<file path="src/vdls_pkg.sv">
// Package of constants and types for the vertical driver level select block.
package vdls_pkg;

	// Two-bit level codes handed to the analog driver stage.
	typedef enum logic [1:0] {
		LVL_LOW_CODE = 2'h0,
		LVL_MID_CODE = 2'h1,
		LVL_HIGH_CODE = 2'h2
	} vdls_level_type;

	// Substrate clock level codes.
	localparam logic [1:0] SUB_HIGH = 2'h2;
	localparam logic [1:0] SUB_MID = 2'h1;
	localparam logic [1:0] SUB_LOW = 2'h0;

	// Register widths and reset values.
	localparam int SEL_W = 5;
	localparam logic [4:0] SEL_RESET = 5'h1F;
	localparam int NUM_PHASE = 13;
	localparam int NUM_GATE = 8;
	localparam int NUM_SHUT_SRC = 10;
	localparam int SHUT_SEL_W = 4;
	localparam logic [3:0] SHUT_SEL_RESET = 4'hF;

	// Shutter source select codes for the three shutter output pins.
	localparam logic [3:0] SRC_EXP0 = 4'h0;
	localparam logic [3:0] SRC_EXP1 = 4'h1;
	localparam logic [3:0] SRC_EXP2 = 4'h2;
	localparam logic [3:0] SRC_EXP3 = 4'h3;
	localparam logic [3:0] SRC_BIAS0 = 4'h4;
	localparam logic [3:0] SRC_BIAS1 = 4'h5;
	localparam logic [3:0] SRC_X_BIAS0 = 4'h6;
	localparam logic [3:0] SRC_X_BIAS1 = 4'h7;
	localparam logic [3:0] SRC_X_EXP1 = 4'h8;
	localparam logic [3:0] SRC_X_EXP2 = 4'h9;

	// Level-control source select codes.
	localparam logic [4:0] LC_INVALID = 5'h1D;
	localparam logic [4:0] LC_HIGH = 5'h1E;
	localparam logic [4:0] LC_LOW = 5'h1F;

endpackage : vdls_pkg

</file>
<file path="src/vdls_three_level.sv">
// Three-level channel decoder for one vertical output.
`timescale 1ns/1ps
`default_nettype none
module vdls_three_level (
	input wire logic i_phase,
	input wire logic i_gate,
	output logic [1:0] o_level
);
	// Phase high forces low; otherwise the gate chooses mid over high.
	always_comb begin
		if (i_phase) begin
			o_level = vdls_pkg::LVL_LOW_CODE;
		end else if (i_gate) begin
			o_level = vdls_pkg::LVL_MID_CODE;
		end else begin
			o_level = vdls_pkg::LVL_HIGH_CODE;
		end
	end
endmodule : vdls_three_level
`default_nettype wire

</file>
<file path="src/vdls_top.sv">
// Vertical driver level select: mixes phase and gate pulses into level codes.
// Function
// - Three-level output: phase high gives low, else gate high mid, else high.
// - Outputs 1, 3, 5A pair phases 1, 3, 5 with gates 1, 3, 5.
// - Output 5B pairs phase 5 with gate 6.
// - Outputs 7A and 7B pair phase 7 with gates 7 and 8.
// - Output 11 pairs phase 11 with gate 2; output 12 phase 12 with gate 4.
// - Two-level outputs 2,4,6,8,9,10,13: phase low gives mid, high gives low.
// - Substrate: pulse low gives high; else control low sub-mid, high sub-low.
// - Enable low forces vertical outputs to mid and substrate to sub-low.
// - Enable overrides phase and gate inputs at vertical and substrate outputs; level-control select still follows them when disabled.
// - Select codes 0-11 pick phases 6,8,9,10, gates 5-8, 2-4, 1.
// - Codes 12-28 pick further sources; 29 invalid, 30 high, 31 low.
// - Any exposure or bias pulse can drive any shutter output pin.
// - Shutter pins may output exposure 0 XORed with one of four pulses.
`timescale 1ns/1ps
`default_nettype none
module vdls_top (
	input wire logic i_sys_clk,
	input wire logic i_reset_n,
	input wire logic [12:0] i_vertical_phase_inputs,
	input wire logic [7:0] i_sensor_gate_pulses,
	input wire logic i_substrate_pulse_in,
	input wire logic i_driver_enable_pin,
	input wire logic [3:0] i_exposure_pulses,
	input wire logic i_bias_pulse_0,
	input wire logic i_bias_pulse_1,
	input wire logic i_frame_trigger,
	input wire logic [4:0] i_substrate_level_source_sel,
	input wire logic [3:0] i_mech_shutter_sel,
	input wire logic [3:0] i_strobe_sel,
	input wire logic [3:0] i_bias_select_sel,
	output logic [1:0] o_v1,
	output logic [1:0] o_v2,
	output logic [1:0] o_v3,
	output logic [1:0] o_v4,
	output logic [1:0] o_phase5_out_a,
	output logic [1:0] o_phase5_out_b,
	output logic [1:0] o_v6,
	output logic [1:0] o_phase7_out_a,
	output logic [1:0] o_phase7_out_b,
	output logic [1:0] o_v8,
	output logic [1:0] o_v9,
	output logic [1:0] o_v10,
	output logic [1:0] o_v11,
	output logic [1:0] o_v12,
	output logic [1:0] o_v13,
	output logic [1:0] o_substrate_clock_out,
	output logic o_substrate_level_ctl,
	output logic o_mech_shutter_out,
	output logic o_strobe_out,
	output logic o_bias_select_out
);
	// All registered state of the block.
	typedef struct packed {
		logic [1:0] v1, v2, v3, v4, v5a, v5b, v6, v7a, v7b, v8, v9, v10, v11, v12, v13;
		logic [1:0] sub;
		logic lvl_ctl;
		logic mech_shutter_out, strobe, bsel;
		logic [12:0] ph_s1, ph_s2;
		logic [7:0] sg_s1, sg_s2;
		logic [7:0] misc_s1, misc_s2;
		logic en_s1, en_s2;
	} vdls_state_type;

	vdls_state_type st;
	vdls_state_type next_st;

	// Synchronised copies of the pin inputs.
	logic [12:0] ph;
	logic [7:0] sg;
	logic [3:0] ex;
	logic b0, b1, ftrig, sub_pulse, enable;
	assign ph = st.ph_s2;
	assign sg = st.sg_s2;
	assign ex = st.misc_s2[3:0];
	assign b0 = st.misc_s2[4];
	assign b1 = st.misc_s2[5];
	assign ftrig = st.misc_s2[6];
	assign sub_pulse = st.misc_s2[7];
	assign enable = st.en_s2;

	// Three-level channels: 1, 3, 5A, 5B, 7A, 7B, 11, 12.
	logic [7:0] tl_phase;
	logic [7:0] tl_gate;
	logic [1:0] tl_level [8];
	assign tl_phase = {ph[11], ph[10], ph[6], ph[6], ph[4], ph[4], ph[2], ph[0]};
	assign tl_gate = {sg[3], sg[1], sg[7], sg[6], sg[5], sg[4], sg[2], sg[0]};

	genvar gi;
	generate
		for (gi = 0; gi < 8; gi++) begin : g_three
			vdls_three_level u_three (
				.i_phase(tl_phase[gi]),
				.i_gate(tl_gate[gi]),
				.o_level(tl_level[gi])
			);
		end
	endgenerate

	// Shutter source choice, plain or XOR with exposure pulse 0.
	function automatic logic shut_pick(input logic [3:0] sel, input logic [3:0] e,
			input logic v0, input logic v1);
		logic r;
		r = 1'b0;
		unique case (sel)
			vdls_pkg::SRC_EXP0: r = e[0];
			vdls_pkg::SRC_EXP1: r = e[1];
			vdls_pkg::SRC_EXP2: r = e[2];
			vdls_pkg::SRC_EXP3: r = e[3];
			vdls_pkg::SRC_BIAS0: r = v0;
			vdls_pkg::SRC_BIAS1: r = v1;
			vdls_pkg::SRC_X_BIAS0: r = e[0] ^ v0;
			vdls_pkg::SRC_X_BIAS1: r = e[0] ^ v1;
			vdls_pkg::SRC_X_EXP1: r = e[0] ^ e[1];
			vdls_pkg::SRC_X_EXP2: r = e[0] ^ e[2];
			default: r = 1'b0;
		endcase
		return r;
	endfunction : shut_pick

	// Two-level decode: phase high gives low, low gives mid.
	function automatic logic [1:0] two_level(input logic p);
		return p ? vdls_pkg::LVL_LOW_CODE : vdls_pkg::LVL_MID_CODE;
	endfunction : two_level

	// Next-state logic: synchronisers, shutter routing, multiplexer and level mix.
	always_comb begin
		logic lc;
		logic [1:0] mid;
		lc = 1'b0;
		mid = vdls_pkg::LVL_MID_CODE;
		next_st = st;
		next_st.ph_s1 = i_vertical_phase_inputs;
		next_st.ph_s2 = st.ph_s1;
		next_st.sg_s1 = i_sensor_gate_pulses;
		next_st.sg_s2 = st.sg_s1;
		next_st.misc_s1 = {i_substrate_pulse_in, i_frame_trigger, i_bias_pulse_1,
			i_bias_pulse_0, i_exposure_pulses};
		next_st.misc_s2 = st.misc_s1;
		next_st.en_s1 = i_driver_enable_pin;
		next_st.en_s2 = st.en_s1;
		next_st.mech_shutter_out = shut_pick(i_mech_shutter_sel, ex, b0, b1);
		next_st.strobe = shut_pick(i_strobe_sel, ex, b0, b1);
		next_st.bsel = shut_pick(i_bias_select_sel, ex, b0, b1);
		unique case (i_substrate_level_source_sel)
			5'h00: lc = ph[5];
			5'h01: lc = ph[7];
			5'h02: lc = ph[8];
			5'h03: lc = ph[9];
			5'h04: lc = sg[4];
			5'h05: lc = sg[5];
			5'h06: lc = sg[6];
			5'h07: lc = sg[7];
			5'h08: lc = sg[1];
			5'h09: lc = sg[2];
			5'h0A: lc = sg[3];
			5'h0B: lc = sg[0];
			5'h0C: lc = ph[12];
			5'h0D: lc = st.bsel;
			5'h0E: lc = st.mech_shutter_out;
			5'h0F: lc = st.strobe;
			5'h10: lc = ph[0];
			5'h11: lc = ph[1];
			5'h12: lc = ph[2];
			5'h13: lc = ph[3];
			5'h14: lc = ph[4];
			5'h15: lc = ph[6];
			5'h16: lc = ph[10];
			5'h17: lc = ph[11];
			5'h18: lc = ex[0];
			5'h19: lc = ex[1];
			5'h1A: lc = ex[2];
			5'h1B: lc = ex[3];
			5'h1C: lc = ftrig;
			vdls_pkg::LC_INVALID: lc = 1'b0;
			vdls_pkg::LC_HIGH: lc = 1'b1;
			vdls_pkg::LC_LOW: lc = 1'b0;
		endcase
		next_st.lvl_ctl = lc;
		if (enable) begin
			// Mixing only while the driver is enabled.
			next_st.v1 = tl_level[0];
			next_st.v3 = tl_level[1];
			next_st.v5a = tl_level[2];
			next_st.v5b = tl_level[3];
			next_st.v7a = tl_level[4];
			next_st.v7b = tl_level[5];
			next_st.v11 = tl_level[6];
			next_st.v12 = tl_level[7];
			next_st.v2 = two_level(ph[1]);
			next_st.v4 = two_level(ph[3]);
			next_st.v6 = two_level(ph[5]);
			next_st.v8 = two_level(ph[7]);
			next_st.v9 = two_level(ph[8]);
			next_st.v10 = two_level(ph[9]);
			next_st.v13 = two_level(ph[12]);
			if (!sub_pulse) begin
				next_st.sub = vdls_pkg::SUB_HIGH;
			end else if (lc) begin
				next_st.sub = vdls_pkg::SUB_LOW;
			end else begin
				next_st.sub = vdls_pkg::SUB_MID;
			end
		end else begin
			// Disabled driver parks every vertical line at mid.
			next_st.v1 = mid;
			next_st.v2 = mid;
			next_st.v3 = mid;
			next_st.v4 = mid;
			next_st.v5a = mid;
			next_st.v5b = mid;
			next_st.v6 = mid;
			next_st.v7a = mid;
			next_st.v7b = mid;
			next_st.v8 = mid;
			next_st.v9 = mid;
			next_st.v10 = mid;
			next_st.v11 = mid;
			next_st.v12 = mid;
			next_st.v13 = mid;
			next_st.sub = vdls_pkg::SUB_LOW;
		end
	end

	// State register; reset matches the disabled-driver levels.
	always_ff @(posedge i_sys_clk or negedge i_reset_n) begin
		if (!i_reset_n) begin
			st <= '0;
			st.v1 <= vdls_pkg::LVL_MID_CODE;
			st.v2 <= vdls_pkg::LVL_MID_CODE;
			st.v3 <= vdls_pkg::LVL_MID_CODE;
			st.v4 <= vdls_pkg::LVL_MID_CODE;
			st.v5a <= vdls_pkg::LVL_MID_CODE;
			st.v5b <= vdls_pkg::LVL_MID_CODE;
			st.v6 <= vdls_pkg::LVL_MID_CODE;
			st.v7a <= vdls_pkg::LVL_MID_CODE;
			st.v7b <= vdls_pkg::LVL_MID_CODE;
			st.v8 <= vdls_pkg::LVL_MID_CODE;
			st.v9 <= vdls_pkg::LVL_MID_CODE;
			st.v10 <= vdls_pkg::LVL_MID_CODE;
			st.v11 <= vdls_pkg::LVL_MID_CODE;
			st.v12 <= vdls_pkg::LVL_MID_CODE;
			st.v13 <= vdls_pkg::LVL_MID_CODE;
			st.sub <= vdls_pkg::SUB_LOW;
		end else begin
			st <= next_st;
		end
	end

	// Outputs straight from the state register.
	assign o_v1 = st.v1;
	assign o_v2 = st.v2;
	assign o_v3 = st.v3;
	assign o_v4 = st.v4;
	assign o_phase5_out_a = st.v5a;
	assign o_phase5_out_b = st.v5b;
	assign o_v6 = st.v6;
	assign o_phase7_out_a = st.v7a;
	assign o_phase7_out_b = st.v7b;
	assign o_v8 = st.v8;
	assign o_v9 = st.v9;
	assign o_v10 = st.v10;
	assign o_v11 = st.v11;
	assign o_v12 = st.v12;
	assign o_v13 = st.v13;
	assign o_substrate_clock_out = st.sub;
	assign o_substrate_level_ctl = st.lvl_ctl;
	assign o_mech_shutter_out = st.mech_shutter_out;
	assign o_strobe_out = st.strobe;
	assign o_bias_select_out = st.bsel;
endmodule : vdls_top
`default_nettype wire

</file>
<file path="config.mk">
export PLATFORM = sky130hd
export DESIGN_NAME = vdls_top
export DESIGN_NICKNAME = d
export VERILOG_FILES = /design/src/vdls_pkg.sv /design/src/vdls_three_level.sv /design/src/vdls_top.sv
export SDC_FILE = /design/constraint.sdc
export NUM_CORES = 1
export LEC_CHECK = 0
export BUFFER_PORTS_ARGS = -buffer_cell sky130_fd_sc_hd__buf_2
export CAP_MARGIN = 20
export CORE_MARGIN = 4
export CORE_UTILIZATION = 56
export DETAILED_ROUTE_END_ITERATION = 12
export PLACE_DENSITY = 0.89
export SYNTH_ARGS = -nofsm -noshare
export SYNTH_HDL_FRONTEND = slang
export SYNTH_SLANG_ARGS = --single-unit
</file>
<file path="constraint.sdc">
create_clock -name i_sys_clk -period 5.48 [get_ports i_sys_clk]
set_input_delay 1.37 -clock i_sys_clk [delete_from_list [all_inputs] [get_ports i_sys_clk]]
set_output_delay 1.37 -clock i_sys_clk [all_outputs]
set_load 0.01 [all_outputs]
</file>
==> run summary <==
The total non-filler cell area in the finished layout is 0.003747 mm2. The clock transition time at the flip-flop clock pins of the worst setup and hold paths is 0.07 ns. The worst setup slack before clock tree synthesis came out at 2.266 ns. The switching power of the nets is 0.2833 mW.

The sort of element at the start of the critical path is an input port. The width of the die came out at 85.41 um. The setup violation total in the final timing report came out at 0. The wire length of the first global-routing pass came out at 8983 um.

After legalization and detailed placement, the total HPWL measured 4003 um. Setup repair after global routing left no endpoint under its margin. Across every metal layer, demand over resource in global routing totals 16.19%. The maximum single-stage delay on the critical path is 0.54 ns. The share of the clock period used by the worst path after layout is 51.80%. The leakage power came out at 1.793 nW. The library cells used most frequently in the layout, excluding fill and tap cells, are 76 x sky130_fd_sc_hd__buf_2, 74 x sky130_fd_sc_hd__dfrtp_1, 18 x sky130_fd_sc_hd__nand2_1. The top cell family by delay on the critical path is simple AND/OR/NAND/NOR gates. After clock tree synthesis, the repair step resized 0 gates. A synthesized cell averages 13.16 um2. The area after detailed placement came out at 0.003555 mm2.

Along the worst path, the maximum fanout reaches 16. After global routing, the most crowded layer is met2. The routed length per placed instance came out at 14.56 um. The synthesized netlist contains 44 unique library cells. The flow ran to the end, and the final reports show no timing, DRC or antenna violations. After floorplanning, the core was divided into 27 placement rows.

The setup TNS after final layout came out at 0 ns. The clock sink count came out at 89. The initial utilization of the core area, before any placement, comes to 59.48%. The H-tree was split into 3 levels.

The master cell of the clock root buffer is sky130_fd_sc_hd__clkbuf_8. The number of global-route vias before repair is 1,888. Global routing used 25.71% of the available met2 tracks. Entering global routing, the biggest net connects 90 pins.

The number of antenna violations at the first check in global routing is 0. The share of power burned in combinational logic came out at 9.0%. Global routing consumed, on the met1 layer, 19.31% of the routing resources. The number of maximum-capacitance violations came out at 0. The fmax came out at 352.3 MHz.

In the synthesized netlist the dominant register cell turns out to be sky130_fd_sc_hd__dfrtp_1. The worst-margin pin slew came out at 0.6336 ns. The area growth from synthesis to layout is 11.67%. The met3 track demand over resource is 5.437%.

The part of the power in registers is 59.6%. The post-layout net count came out at 358. The areal power density over the cells is 320.8 mW/mm2. The clock network latency to the later pin of the worst-skew pair is 0.35 ns. The core region area is 0.005642 mm2. The worst path buffer plus inverter count is 1. The share of cells above drive strength 1 came out at 36.31%. The final wirelength came out at 5619 um. The via total after detailed routing is 1,985. The die height came out at 85.41 um. TritonCTS built the clock tree. The cell with the largest stage delay on the worst path is sky130_fd_sc_hd__mux4_2. The count of final max-slew check failures is 0. Leaving out fill and tap cells, the most frequent cell in the layout is sky130_fd_sc_hd__buf_2.

The number of placed I/O pins is 85. The final setup slack of the worst path is 2.641 ns. The die area came out at 0.007295 mm2. Walking the worst path, the cells encountered are buf_2 -> mux4_2 -> nand3_1 -> o41a_2 -> o2111ai_1 -> or4_1 -> and2_1. The number of hold violations in the final report was 0. The share of synthesized flip-flops with an asynchronous set or reset is 100.0%. The worst setup path is of the in -> reg kind. The remaining antenna violation count after routing is 0.

Cell internal power was estimated by the tool at 0.9191 mW. Counting along the longest clock path gives a buffer depth of 2. The arrival time reported for the critical path endpoint is 3.08 ns.

The clock period minus final worst setup slack is 2.839 ns. The maximum resistive drop on vdd is 0.2163 mV. Fill cells in the final layout number 443. The worst pin sits at a relative slew slack of 57.76%. TritonCTS created 9 clock buffers.

The number of instances in the synthesized netlist is 255. Of the total power, the share spent switching nets is 23.56%. Counting flops and latches in the post-synthesis netlist gives 89. The synthesized area is 0.003356 mm2. The final antenna diode count is 0.

The number of vias per cell after detailed routing is 5.142. Yosys mapped a number of flops with a built-in enable equal to 0. For this run the aggregate overflow at the end of global routing stands at 0. The iteration count of the initial detailed-routing pass came out at 4.

The endpoint required time on the critical path came out at 5.72 ns. The number of warnings reported in the yosys synthesis log came out at 0. The tightest hold path in the finished design has a slack of 0.3480 ns. The buffer count from post-CTS setup fixing is 0. The area of the multi-input gates came out at 793.3 um2. The violation count after the first detailed-route iteration is 209.

In this run, the clock network consumes 31.5% of the power. Sequential cells were found to cover 66.93% of the synthesized design area. Across the routed clock network, the largest skew measured is 0.008265 ns. The weighted congestion reported at the end of routability-driven placement came out at 0.8962. The number of I/O port buffers came out at 77. The min-delay analysis places its worst path in the category reg -> reg. The kind of end point of the critical path is a register. The cts-stage hold buffer count is 0.

After detailed routing, the number of remaining DRC violations is 0. The sequential standard cell area is 0.002246 mm2. The overall power of the completed layout is 1.202 mW.
registers in the layout, summed over array words and instances (netlist names), 4 cells and up:
| name | flops |
|---|---|
| ex | 4 |
| ph | 13 |
| next_st | 30 |
| sg | 8 |
layout make-up:
type	instances	share of cell area, %
clock buffers	12	3.873
clock inverters	4	0.5342
inverters	10	1.002
multi-input cells	121	21.17
repair buffers	78	11.09
well taps	72	2.404
flip-flops and latches	89	59.93
cells in the mapped netlist, types with 2 or more instances:
library cell / n / share of area [%]
sky130_fd_sc_hd__a2111oi_0: 2 / 0.52
sky130_fd_sc_hd__a21oi_1: 6 / 0.89
sky130_fd_sc_hd__a32oi_1: 2 / 0.52
sky130_fd_sc_hd__buf_4: 37 / 8.3
sky130_fd_sc_hd__clkbuf_1: 2 / 0.22
sky130_fd_sc_hd__dfrtp_1: 74 / 55
sky130_fd_sc_hd__dfstp_2: 15 / 12
sky130_fd_sc_hd__inv_1: 10 / 1.1
sky130_fd_sc_hd__mux2i_1: 11 / 3.3
sky130_fd_sc_hd__mux4_2: 2 / 1.3
sky130_fd_sc_hd__nand2_1: 18 / 2.0
sky130_fd_sc_hd__nand2b_1: 4 / 0.75
sky130_fd_sc_hd__nand3_1: 3 / 0.45
sky130_fd_sc_hd__nand3b_1: 2 / 0.45
sky130_fd_sc_hd__nor2_1: 9 / 1.0
sky130_fd_sc_hd__nor2b_1: 5 / 0.93
sky130_fd_sc_hd__nor3b_1: 8 / 1.8
sky130_fd_sc_hd__nor4_1: 2 / 0.37
sky130_fd_sc_hd__o21ai_0: 16 / 2.4
sky130_fd_sc_hd__xnor2_1: 2 / 0.52
sky130_fd_sc_hd__xor2_1: 2 / 0.52
per-layer routing:
metal  part of all wire [%]  routed length [um]
met1                     40                2244
met2                     50                2791
met3                    8.5                 478
met4                    1.9                 105
met5                      0                   0
worst reg2reg max path, delay by kind of cell (launching register included):
family | cells | cell delay [ns]
mux | 1 | 0.32
simple gates | 2 | 0.58
compound gates | 3 | 0.49
flops | 1 | 0.51
final timing paths:
path	start	to	slack [ns]	cells past startpoint
setup reg to reg	ex[0]	o_substrate_level_ctl	3.47	6
max in group asynchronous	i_reset_n	o_v2[0]	4.01	2
min in group asynchronous	i_reset_n	o_phase7_out_b[1]	0.85	1
hold reg to reg	next_st[41]	ph[7]	0.35	0
hold / removal	next_st[41]	ph[7]	0.35	0
setup / recovery	i_substrate_level_source_sel[0]	o_substrate_level_ctl	2.64	7
cell families after synthesis:
kind of cell           count (synthesis)  synth area share (%)
AO/OA/AOI/OAI                         37                 7.234
XOR/XNOR                               4                 1.044
buffers and inverters                 51                 10.10
flip-flops                            89                 66.93
multiplexers                          15                 5.406
other                                  1                0.1117
AND/OR/NAND/NOR                       58                 9.172
power groups by stage:
| stage | clock network, mW | registers, mW | logic (mW) |
|---|---|---|---|
| after global placement | 0 | 0.728 | 0.102 |
| after CTS | 0.388 | 0.717 | 0.106 |
| after global routing | 0.421 | 0.721 | 0.121 |
| final | 0.378 | 0.716 | 0.108 |
| after detailed placement | 0 | 0.730 | 0.106 |
| after floorplan | 0 | 0.723 | 0.0725 |
through the flow:
step / util (%) / std cells
after global placement: 63.01 / 369
after CTS: 65.93 / 385
after floorplan: - / 261
after detailed placement: 63.01 / 369
final: 66.42 / 386
after global routing: 66.42 / 386
(Power assumes the default switching activity.)
